--- src/design/pmcp_pkg.sv ---
package pmcp_pkg;
  // Character codes the parser reacts to
  localparam logic [6:0] CH_NUL = 7'h00;
  localparam logic [6:0] CH_BS = 7'h08;
  localparam logic [6:0] CH_LF = 7'h0A;
  localparam logic [6:0] CH_CR = 7'h0D;
  localparam logic [6:0] CH_DLE = 7'h10;
  localparam logic [6:0] CH_DC1 = 7'h11;
  localparam logic [6:0] CH_DC4 = 7'h14;
  localparam logic [6:0] CH_SUB = 7'h1A;
  localparam logic [6:0] CH_ESC = 7'h1B;
  localparam logic [6:0] CH_SP = 7'h20;
  localparam logic [6:0] CH_EXIT = 7'h21;
  localparam logic [6:0] CH_CLEAR = 7'h23;
  localparam logic [6:0] CH_CLOSE = 7'h24;
  localparam logic [6:0] CH_OPEN = 7'h25;
  localparam logic [6:0] CH_PLUS = 7'h2B;
  localparam logic [6:0] CH_MINUS = 7'h2D;
  localparam logic [6:0] CH_POINT = 7'h2E;
  localparam logic [6:0] CH_D0 = 7'h30;
  localparam logic [6:0] CH_D1 = 7'h31;
  localparam logic [6:0] CH_D9 = 7'h39;
  localparam logic [6:0] CH_SEMI = 7'h3B;
  localparam logic [6:0] CH_RECALL = 7'h3F;
  localparam logic [6:0] CH_ALARM = 7'h41;
  localparam logic [6:0] CH_GO = 7'h47;
  localparam logic [6:0] CH_REMOTE = 7'h4C;
  localparam logic [6:0] CH_PROG = 7'h50;
  localparam logic [6:0] CH_TALK = 7'h54;
  localparam logic [6:0] CH_SEQ = 7'h58;
  localparam logic [6:0] CH_COMPUTE = 7'h5A;
  localparam logic [6:0] CH_LBR = 7'h5B;
  localparam logic [6:0] CH_RBR = 7'h5D;
  // Sizes, counts, program numbers and options
  localparam int SEQ_DEPTH = 128;
  localparam logic [7:0] SEQ_LEN_MAX = 8'h80;
  localparam logic [2:0] TRAILER_LEN = 3'h6;
  localparam logic [1:0] MAX_PROGS = 2'h3;
  localparam logic [3:0] LIMITS_PROG = 4'h6;
  localparam logic [3:0] TIME_PROG = 4'h9;
  localparam logic [3:0] OPT_REAL_TIME = 4'h1;
  // Register map, byte addresses
  localparam logic [7:0] A_CTRL = 8'h00;
  localparam logic [7:0] A_STATUS = 8'h04;
  localparam logic [7:0] A_PROGS = 8'h08;
  localparam logic [7:0] A_CONST = 8'h0C;
  localparam logic [7:0] A_START = 8'h10;
  localparam logic [7:0] A_INTVL = 8'h14;
  localparam logic [7:0] A_END = 8'h18;
  localparam int CTRL_EN_BIT = 0;
  localparam int CTRL_ABORT_BIT = 1;
  localparam logic CTRL_EN_RESET = 1'b1;

  typedef logic [19:0] pmcp_time_t;
  typedef enum logic [3:0] {
    ST_IDLE = 4'b0000, ST_OPEN = 4'b0001, ST_DEFINE = 4'b0010,
    ST_LIST = 4'b0011, ST_RUN = 4'b0100, ST_WAIT = 4'b0101
  } pmcp_state_t;
  typedef enum logic [2:0] {
    ACT_COMPUTE = 3'b000, ACT_RECALL = 3'b001, ACT_CLEAR = 3'b010,
    ACT_ENTER = 3'b011, ACT_EXIT = 3'b100
  } pmcp_act_t;
  typedef struct packed {
    logic valid; pmcp_act_t act; logic neg; logic [2:0] dp;
    logic [27:0] mag;
  } pmcp_panel_t;
  typedef struct packed {
    logic psel; logic penable; logic pwrite; logic [7:0] paddr;
    logic [31:0] pwdata;
  } pmcp_apb_req_t;
  typedef struct packed {
    logic [31:0] prdata; logic pready; logic pslverr;
  } pmcp_apb_rsp_t;
endpackage : pmcp_pkg

--- src/design/pmcp_parser.sv ---
// Implementation choices: the APB interface to the registers and the placing of the registers.
`timescale 1ns/1ns
module pmcp_parser import pmcp_pkg::*; (
  // Clock and reset
  input wire logic sys_clk,
  input wire logic rst,
  // Register bus
  input wire pmcp_apb_req_t apb_req,
  output pmcp_apb_rsp_t apb_rsp,
  // Character stream from the terminal
  input wire logic rx_valid,
  input wire logic [6:0] rx_char,
  output logic rx_ready,
  // Character stream to the terminal
  output logic tx_valid,
  output logic [6:0] tx_char,
  input wire logic tx_ready,
  // Measurement front end and output formatter
  output logic fwd_valid,
  output logic [6:0] fwd_char,
  output pmcp_panel_t panel,
  output logic meas_go,
  output logic rt_load,
  input wire pmcp_time_t rtc_now,
  input wire logic msg_end,
  // Mode state
  output logic remote_mode_on,
  output logic print_talk_setting,
  output logic alarm_print_on,
  output logic alarm_filter,
  output logic processing_on,
  output logic [2:0][3:0] prog_list
);
  typedef struct packed {
    pmcp_state_t st; logic tx_v; logic [6:0] tx_ch;
    logic fwd_v; logic [6:0] fwd_ch; pmcp_panel_t pnl;
    logic go; logic rtl; logic dle; logic exp_prog; logic pfresh;
    logic letter_v; logic [6:0] letter; logic go_pend; logic engaged;
    logic seq_act; logic remote; logic talk; logic alarm; logic proc_on;
    logic [2:0][3:0] progs; logic [1:0] pcnt; logic [3:0] last_prog;
    logic [1:0] pidx; logic [3:0] opt; logic prev_ent;
    logic [27:0] cmag; logic cneg; logic [2:0] cdp; logic cdig; logic cpt;
    pmcp_time_t t_start; pmcp_time_t t_int; pmcp_time_t t_end;
    logic timed; logic [6:0] ptr; logic [7:0] len; logic [2:0] trl;
    logic en; logic [31:0] prdata; logic pslverr;
  } pmcp_regs_t;

  pmcp_regs_t s, next_s;
  logic [6:0] mem [SEQ_DEPTH];
  logic mem_we;
  logic [6:0] mem_wa, mem_wd, c, emit_ch, mem_q;
  logic take, par, emit_v, is_digit, late, early;
  logic [1:0] idx;

  assign rx_ready = !s.tx_v && s.trl == 3'h0 && s.en;
  assign take = rx_valid && rx_ready;
  assign mem_q = mem[s.ptr];
  assign c = (s.st == ST_RUN) ? mem_q : rx_char;
  assign is_digit = c >= CH_D0 && c <= CH_D9;
  assign late = s.timed && rtc_now > s.t_end;
  assign early = s.timed && rtc_now < s.t_start;

  ////////////////////////////////////////////////////////////////////////////
  always_comb begin
    next_s = s;
    next_s.pnl.valid = 1'b0;
    next_s.go = 1'b0;
    next_s.rtl = 1'b0;
    next_s.fwd_v = 1'b0;
    mem_we = 1'b0;
    mem_wa = s.len[6:0];
    mem_wd = c;
    emit_v = 1'b0;
    emit_ch = c;
    idx = s.pidx;
    par = 1'b0;
    if (s.tx_v && tx_ready) next_s.tx_v = 1'b0;
    if (msg_end && s.trl == 3'h0) next_s.trl = TRAILER_LEN;
    if (s.trl != 3'h0) begin
      if (!s.tx_v) begin
        emit_v = 1'b1;
        emit_ch = (s.trl == TRAILER_LEN) ? CH_CR :
                  (s.trl == 3'h5) ? CH_LF : CH_NUL;
        next_s.trl = s.trl - 3'h1;
      end
    end else if (take && (s.st == ST_RUN || s.st == ST_WAIT)) begin
      next_s.st = ST_IDLE;
      next_s.seq_act = 1'b0;
    end else if (s.st == ST_WAIT) begin
      if (!early) begin
        next_s.go = 1'b1;
        next_s.st = s.seq_act ? ST_RUN : ST_IDLE;
      end
    end else if (s.st == ST_RUN) begin
      if (!s.tx_v && s.en) begin
        par = 1'b1;
        next_s.ptr = (c == CH_CLOSE || {1'b0, s.ptr} + 8'h1 >= s.len)
                     ? 7'h0 : s.ptr + 7'h1;
      end
    end else if (take) begin
      unique case (s.st)
        ST_IDLE: par = 1'b1;
        ST_OPEN, ST_DEFINE: begin
          if (s.st == ST_OPEN && c == CH_SUB) begin
            emit_v = 1'b1;
            emit_ch = mem_q;
            next_s.ptr = 7'h1;
            next_s.st = (mem_q == CH_CLOSE) ? ST_IDLE : ST_LIST;
          end else if (c == CH_ESC) begin
            next_s.st = ST_IDLE;
          end else begin
            next_s.st = (c == CH_CLOSE) ? ST_IDLE : ST_DEFINE;
            // Store restarts only on a new definition, so listing keeps length
            if (s.st == ST_OPEN) begin
              mem_we = 1'b1;
              mem_wa = 7'h0;
              next_s.len = 8'h1;
            end else if (s.len < SEQ_LEN_MAX) begin
              mem_we = 1'b1;
              next_s.len = s.len + 8'h1;
            end
          end
        end
        ST_LIST: begin
          if (c == CH_SUB) begin
            emit_v = 1'b1;
            emit_ch = mem_q;
            next_s.ptr = s.ptr + 7'h1;
            if (mem_q == CH_CLOSE) next_s.st = ST_IDLE;
          end else if (c == CH_BS) begin
            emit_v = 1'b1;
            if (s.ptr != 7'h0) next_s.ptr = s.ptr - 7'h1;
          end else if (c == CH_ESC) begin
            next_s.st = ST_IDLE;
          end else if ({1'b0, s.ptr} < s.len) begin
            // Overwrite only: insertion would shift the whole store
            mem_we = 1'b1;
            mem_wa = s.ptr;
            next_s.ptr = s.ptr + 7'h1;
          end
        end
        default: next_s.st = ST_IDLE;
      endcase
    end

    if (par) begin
      next_s.exp_prog = s.exp_prog && c == CH_CLEAR;
      next_s.prev_ent = 1'b0;
      if (s.dle) begin
        emit_v = 1'b1;
        next_s.dle = 1'b0;
      end else if (c == CH_DLE) begin
        emit_v = 1'b1;
        next_s.dle = 1'b1;
      end else if (c >= CH_DC1 && c <= CH_DC4) begin
        emit_v = 1'b1;
      end else if (s.letter_v) begin
        next_s.letter_v = 1'b0;
        unique case (s.letter)
          CH_ALARM: next_s.alarm = c == CH_D1;
          CH_REMOTE: next_s.remote = c == CH_D1;
          CH_TALK: next_s.talk = c == CH_D0;
          default: begin
            next_s.engaged = c == CH_D1;
            if (c == CH_D0) begin
              next_s.st = ST_IDLE;
              next_s.seq_act = 1'b0;
            end
          end
        endcase
      end else if (s.exp_prog && is_digit) begin
        next_s.proc_on = 1'b1;
        next_s.exp_prog = 1'b1;
        next_s.last_prog = c[3:0];
        if (s.pcnt < MAX_PROGS) begin
          next_s.progs[s.pcnt] = c[3:0];
          next_s.pcnt = s.pcnt + 2'h1;
        end
      end else if (c == CH_PROG) begin
        next_s.exp_prog = 1'b1;
        next_s.pfresh = 1'b0;
        if (s.pfresh) begin
          next_s.progs = '0;
          next_s.pcnt = 2'h0;
        end
      end else if (c == CH_COMPUTE || c == CH_RECALL || c == CH_CLEAR) begin
        next_s.pnl.valid = 1'b1;
        next_s.pnl.act = (c == CH_COMPUTE) ? ACT_COMPUTE :
                         (c == CH_RECALL) ? ACT_RECALL : ACT_CLEAR;
      end else if (c == CH_EXIT) begin
        next_s.pnl.valid = 1'b1;
        next_s.pnl.act = ACT_EXIT;
        next_s.proc_on = 1'b0;
        next_s.progs = '0;
        next_s.pcnt = 2'h0;
        next_s.timed = 1'b0;
        next_s.cmag = 28'h0;
        next_s.cdig = 1'b0;
      end else if (c == CH_SEMI || c == CH_LBR || c == CH_RBR) begin
        next_s.pnl.valid = 1'b1;
        next_s.pnl.act = ACT_ENTER;
        next_s.pnl.mag = s.cmag;
        next_s.pnl.neg = s.cneg;
        next_s.pnl.dp = s.cdp;
        next_s.prev_ent = 1'b1;
        if (c == CH_LBR) idx = 2'h0;
        if (s.last_prog == TIME_PROG && s.cdig) begin
          unique case (idx)
            2'h0: next_s.opt = s.cmag[3:0];
            2'h1: next_s.t_start = s.cmag[19:0];
            2'h2: next_s.t_int = s.cmag[19:0];
            default: begin
              next_s.t_end = s.cmag[19:0];
              next_s.timed = 1'b1;
            end
          endcase
          idx = idx + 2'h1;
        end else if (s.last_prog == TIME_PROG && idx == 2'h1 &&
                     s.opt == OPT_REAL_TIME && s.prev_ent) begin
          next_s.rtl = 1'b1;
        end
        next_s.pidx = idx;
        next_s.cmag = 28'h0;
        next_s.cneg = 1'b0;
        next_s.cdp = 3'h0;
        next_s.cdig = 1'b0;
        next_s.cpt = 1'b0;
      end else if (c == CH_PLUS || c == CH_MINUS) begin
        next_s.cneg = c == CH_MINUS;
      end else if (c == CH_POINT) begin
        next_s.cpt = 1'b1;
      end else if (is_digit) begin
        next_s.cmag = 28'(s.cmag * 28'hA + 28'(c[3:0]));
        next_s.cdig = 1'b1;
        if (s.cpt) next_s.cdp = s.cdp + 3'h1;
      end else if (c == CH_ALARM || c == CH_REMOTE || c == CH_TALK ||
                   c == CH_SEQ) begin
        next_s.letter_v = 1'b1;
        next_s.letter = c;
      end else if (c == CH_GO) begin
        next_s.go_pend = 1'b1;
      end else if (c == CH_OPEN && s.st == ST_IDLE) begin
        next_s.st = ST_OPEN;
        next_s.ptr = 7'h0;
      end else if (c == CH_CR) begin
        next_s.pfresh = 1'b1;
        next_s.fwd_v = !late;
        next_s.fwd_ch = c;
        if (s.go_pend) begin
          next_s.go_pend = 1'b0;
          if (early) next_s.st = ST_WAIT;
          else next_s.go = !late;
        end else if (s.engaged && s.st == ST_IDLE && s.len != 8'h0) begin
          next_s.seq_act = 1'b1;
          next_s.ptr = 7'h0;
          next_s.st = early ? ST_WAIT : ST_RUN;
        end
      end else if (c >= CH_SP && c != CH_OPEN) begin
        next_s.fwd_v = 1'b1;
        next_s.fwd_ch = c;
      end
    end

    if (emit_v && s.remote && s.talk) begin
      next_s.tx_v = 1'b1;
      next_s.tx_ch = emit_ch;
    end

    // Read data is latched in setup so the access phase needs no wait state
    if (apb_req.psel && !apb_req.penable) begin
      next_s.pslverr = 1'b0;
      unique case (apb_req.paddr)
        A_CTRL: next_s.prdata = {31'h0, s.en};
        A_STATUS: next_s.prdata = {16'h0, s.len, s.proc_on, s.alarm,
                                   s.talk, s.remote, s.st};
        A_PROGS: next_s.prdata = {18'h0, s.pcnt, s.progs};
        A_CONST: next_s.prdata = {s.pnl.neg, s.pnl.dp, s.pnl.mag};
        A_START: next_s.prdata = {12'h0, s.t_start};
        A_INTVL: next_s.prdata = {12'h0, s.t_int};
        A_END: next_s.prdata = {12'h0, s.t_end};
        default: begin
          next_s.prdata = 32'h0;
          next_s.pslverr = 1'b1;
        end
      endcase
    end
    if (apb_req.psel && apb_req.penable && apb_req.pwrite &&
        apb_req.paddr == A_CTRL) begin
      next_s.en = apb_req.pwdata[CTRL_EN_BIT];
      if (apb_req.pwdata[CTRL_ABORT_BIT]) begin
        next_s.st = ST_IDLE;
        next_s.seq_act = 1'b0;
      end
    end
  end

  always_ff @(posedge sys_clk or posedge rst) begin
    if (rst) begin
      s <= '0;
      s.en <= CTRL_EN_RESET;
      s.pfresh <= 1'b1;
    end else begin
      s <= next_s;
    end
  end

  // The store is not reset, so a listing after reset shows stale data
  always_ff @(posedge sys_clk) begin
    if (mem_we) mem[mem_wa] <= mem_wd;
  end

  ////////////////////////////////////////////////////////////////////////////
  assign apb_rsp = '{prdata: s.prdata, pready: 1'b1, pslverr: s.pslverr};
  assign tx_valid = s.tx_v;
  assign tx_char = s.tx_ch;
  assign fwd_valid = s.fwd_v;
  assign fwd_char = s.fwd_ch;
  assign panel = s.pnl;
  assign meas_go = s.go;
  assign rt_load = s.rtl;
  assign remote_mode_on = s.remote;
  assign print_talk_setting = s.talk;
  assign alarm_print_on = s.alarm;
  assign processing_on = s.proc_on;
  assign prog_list = s.progs;
  assign alarm_filter = s.alarm && (s.progs[0] == LIMITS_PROG ||
    s.progs[1] == LIMITS_PROG || s.progs[2] == LIMITS_PROG);

  logic plain;
  assign plain = take && s.st == ST_IDLE && !s.dle && !s.letter_v;
endmodule : pmcp_parser

--- config.mk ---
export PLATFORM = sky130hd
export DESIGN_NAME = pmcp_parser
export DESIGN_NICKNAME = d
export VERILOG_FILES = /design/src/design/pmcp_pkg.sv /design/src/design/pmcp_parser.sv
export SDC_FILE = /design/constraint.sdc
export NUM_CORES = 2
export LEC_CHECK = 0
export BUFFER_PORTS_ARGS = -buffer_cell sky130_fd_sc_hd__buf_2
export CAP_MARGIN = 20
export CORE_MARGIN = 4
export CORE_UTILIZATION = 65
export CTS_CLUSTER_SIZE = 12
export DETAILED_ROUTE_END_ITERATION = 12
export PLACE_DENSITY = 0.83
export SLEW_MARGIN = 20
export SYNTH_ARGS = -nofsm -noshare
export SYNTH_HDL_FRONTEND = slang
export SYNTH_SLANG_ARGS = --single-unit
--- constraint.sdc ---
create_clock -name sys_clk -period 13.3 [get_ports sys_clk]
set_input_delay 1.33 -clock sys_clk [delete_from_list [all_inputs] [get_ports sys_clk]]
set_output_delay 1.33 -clock sys_clk [all_outputs]
set_load 0.02 [all_outputs]
==> results.md <==
* Status: complete, no violations
* Synth-to-Final Area Change at 7.843%
* Setup_tns at 0 ns
* Worst-path clk slew at 0.06 ns
* Max_slew headroom at 22.60%
* # setup viols final at 0
* Worst R2R Path Depth at 16
* Die Width at 290.8 um
* Top FF cell, synth: edfxtp_1
* Clock buffer depth at 3
* Req. time, crit path at 13.60 ns
* Flops & latches, synth at 1144
* Post-route DRC at 0
* Sequential share of the synthesized area at 63.69%
* TritonCTS clock tree: yes
* Starting Density at 65.70%
* Vias in the first global route at 32.32k
* Final wirelength at 135.3 mm
* Routed len/inst at 28.58 um
* First-pass GRT wire length at 204.3 mm
* Worst-margin pin slew at 1.161 ns
* Reg2Reg Setup Slack at 4.56 ns
* CTS resizes at 0
* Clk_lat worst skew at 0.70 ns
* Row cnt at 103
* YS warnings at 0
* Leak at 19.99 nW
* CTS Buf Count at 111
* Vias per cell at 6.897
* R2r startpoint: s[45]$_DFF_PP0_
* Tcrit/Tclk final at 65.71%
* Cells after Synth at 3570
* Layout cells sized above 1 at 18.40%
* Crit Path Category: flop to flop
* Final Power at 8.346 mW
* Cts hold-fix bufs at 0
* Fin util at 70.86%
* Root Driver: clkbuf_16
* Fin. Hold Viols at 0
* Fillers at 4896
* First-pass detailed-route iteration total at 6
* Minimum clock period at 8.739 ns
* Area occupied by multi-input gates at 0.01689 mm2
* RSZ-0062 raised after global routing: false
* Pins Over Slew Limit at 0
* Core Area at 0.07913 mm2
* Reg2reg end: mem[40][1]$_DFFE_PP_
* Via count at 32.66k
* Setup bufs post-CTS at 0
* Synth async-reset ratio at 21.68%
* Crit path max fanout at 70
* # IOs at 181
* DIE HEIGHT at 290.8 um
* Number of antenna-violating nets in the routed design at 0
* Largest net degree at the start of global routing at 113
* Crit. End Element: flop
* Grt ovf at 0
* IO buf count at 149
* Post-synth EDFFs at 896
* Die ar. at 0.08457 mm2
* P per Cell Area at 148.9 mW/mm2
* Clock Sink Count at 1144
* Initial antenna violation count at 2
* Yosys cell types at 112
* Most common cell after layout, fill and taps aside: edfxtp_1
* Min-Delay Endpoint: apb_rsp[29]$_DFFE_PP0P_
* Hold Crit Depth at 2
* GR Util All Layers at 31.73%
* Worst setup SP type: flop
* Number of DRC markers in iteration 0 at 4907
* GPL Wtd Cong at 0.9197
* Number of max-cap violations at 0
* Clock skew at 0.05002 ns
* CP arrival at 9.04 ns
* Hpwl dp at 83.36 mm
* FMAX at 114.4 MHz
* Mapped cell area at 0.05199 mm2
* Nets at 3816
* H-tree depth at 3
* Commonest cells after routing, fill and taps aside: edfxtp_1, nand2_1, nor2_1
* Mapped Nets at 3769
* Worst hold start: apb_rsp[29]$_DFFE_PP0P_
* Sequential standard cell area at 0.03313 mm2
* Synthesized area per cell at 14.56 um2
* Hold Path Class: flop to flop
* VDD IR max at 0.0001332 V
flip-flops by register name, summed over array words and instances (netlist names):
register / cells
print_talk_setting: 1
remote_mode_on: 1
tx_char: 7
panel: 36
mem: 896
processing_on: 1
rt_load: 1
meas_go: 1
alarm_print_on: 1
tx_valid: 1
prog_list: 12
apb_rsp: 33
fwd_valid: 1
fwd_char: 7
s: 145
worst max path at each step:
stage	start	to	slack, ns
2_1_floorplan	s[46]$_DFF_PP0_	fwd_char[6]$_DFFE_PP0P_	4.35
3_3_place_gp	s[45]$_DFF_PP0_	mem[53][4]$_DFFE_PP_	4.86
3_5_place_dp	s[47]$_DFF_PP0_	s[77]$_DFFE_PP0P_	4.81
4_1_cts	s[47]$_DFF_PP0_	s[81]$_DFFE_PP0P_	4.78
5_1_grt	s[45]$_DFF_PP0_	mem[40][6]$_DFFE_PP_	4.24
6_report	s[45]$_DFF_PP0_	mem[40][1]$_DFFE_PP_	4.56
worst max-delay path, stage by stage (launching register included):
cell,delay [ns]
dfrtp_4,0.89
buf_4,0.60
buf_4,0.55
mux4_2,0.63
a22o_1,0.21
a211oi_1,0.50
a211o_1,0.28
a41oi_2,0.37
mux2i_4,0.63
inv_4,0.43
nor4_2,0.64
a21o_1,0.36
a211oi_2,0.18
a21oi_1,0.21
a32o_1,0.63
nand2_1,0.42
nor2_1,0.75
cells in the mapped netlist, types with 41 or more instances:
library cell | number | area [um2]
a21oi_1 | 112 | 560.5
buf_2 | 47 | 235.2
buf_4 | 103 | 773.2
clkbuf_1 | 83 | 311.6
dfrtp_1 | 246 | 6156
edfxtp_1 | 896 | 26910
ha_1 | 122 | 1526
inv_1 | 85 | 319.1
mux2_2 | 106 | 1194
mux2i_1 | 133 | 1331
mux4_2 | 169 | 3806
nand2_1 | 291 | 1092
nand3_1 | 42 | 210.2
nor2_1 | 264 | 991.0
nor3_1 | 41 | 205.2
o21ai_0 | 139 | 695.7
per-stage QoR:
step | std cells | cell area [um2] | setup slack (ns) | hold WS, ns
final | 4736 | 56070 | 4.561 | 0.4762
after global routing | 4735 | 56070 | 4.238 | 0.4991
after CTS | 4735 | 56060 | 4.776 | 0.4780
after detailed placement | 4554 | 52830 | 4.815 | 0.4650
after global placement | 4554 | 52830 | 4.857 | 0.4424
after floorplan | 3570 | 51990 | 4.346 | 0.4254
kinds of logic (layout without fill, tap and decap cells):
family          count (synthesis)  in the layout  share of synthesized area [%]
mux                           426            426                          12.59
xor+xnor                       49             49                         0.8255
buf+inv                       354            469                          3.920
flops                        1144           1144                          63.69
other cells                     1              2                       0.007213
compound gates                611            611                          8.132
simple gates                  861            861                          7.814
fa+ha+maj                     124            124                          3.013
routing by layer:
metal | routed length (um) | GRT usage [%]
met2 | 62430 | 48.81
met1 | 48740 | 43.51
met3 | 16950 | 8.070
met5 | 15 | 0
met4 | 7203 | 14.20
power breakdown:
| group | total [mW] | switching, mW | internal (mW) |
|---|---|---|---|
| Sequential | 3.93 | 0.0549 | 3.87 |
| Combinational | 1.52 | 0.888 | 0.629 |
| Clock | 2.90 | 1.32 | 1.58 |
| Total | 8.35 | 2.26 | 6.09 |
area by class of cell:
class | instances | area share, %
Sequential cell | 1144 | 59.09
Antenna cell | 1 | 0.004463
Multi-Input combinational cell | 2072 | 30.12
Timing Repair Buffer | 200 | 2.064
Inverter | 88 | 0.6226
Clock inverter | 20 | 0.3771
Clock buffer | 161 | 5.380
Tap cell | 1050 | 2.343
Note: power is estimated with default switching activity, not from simulation.
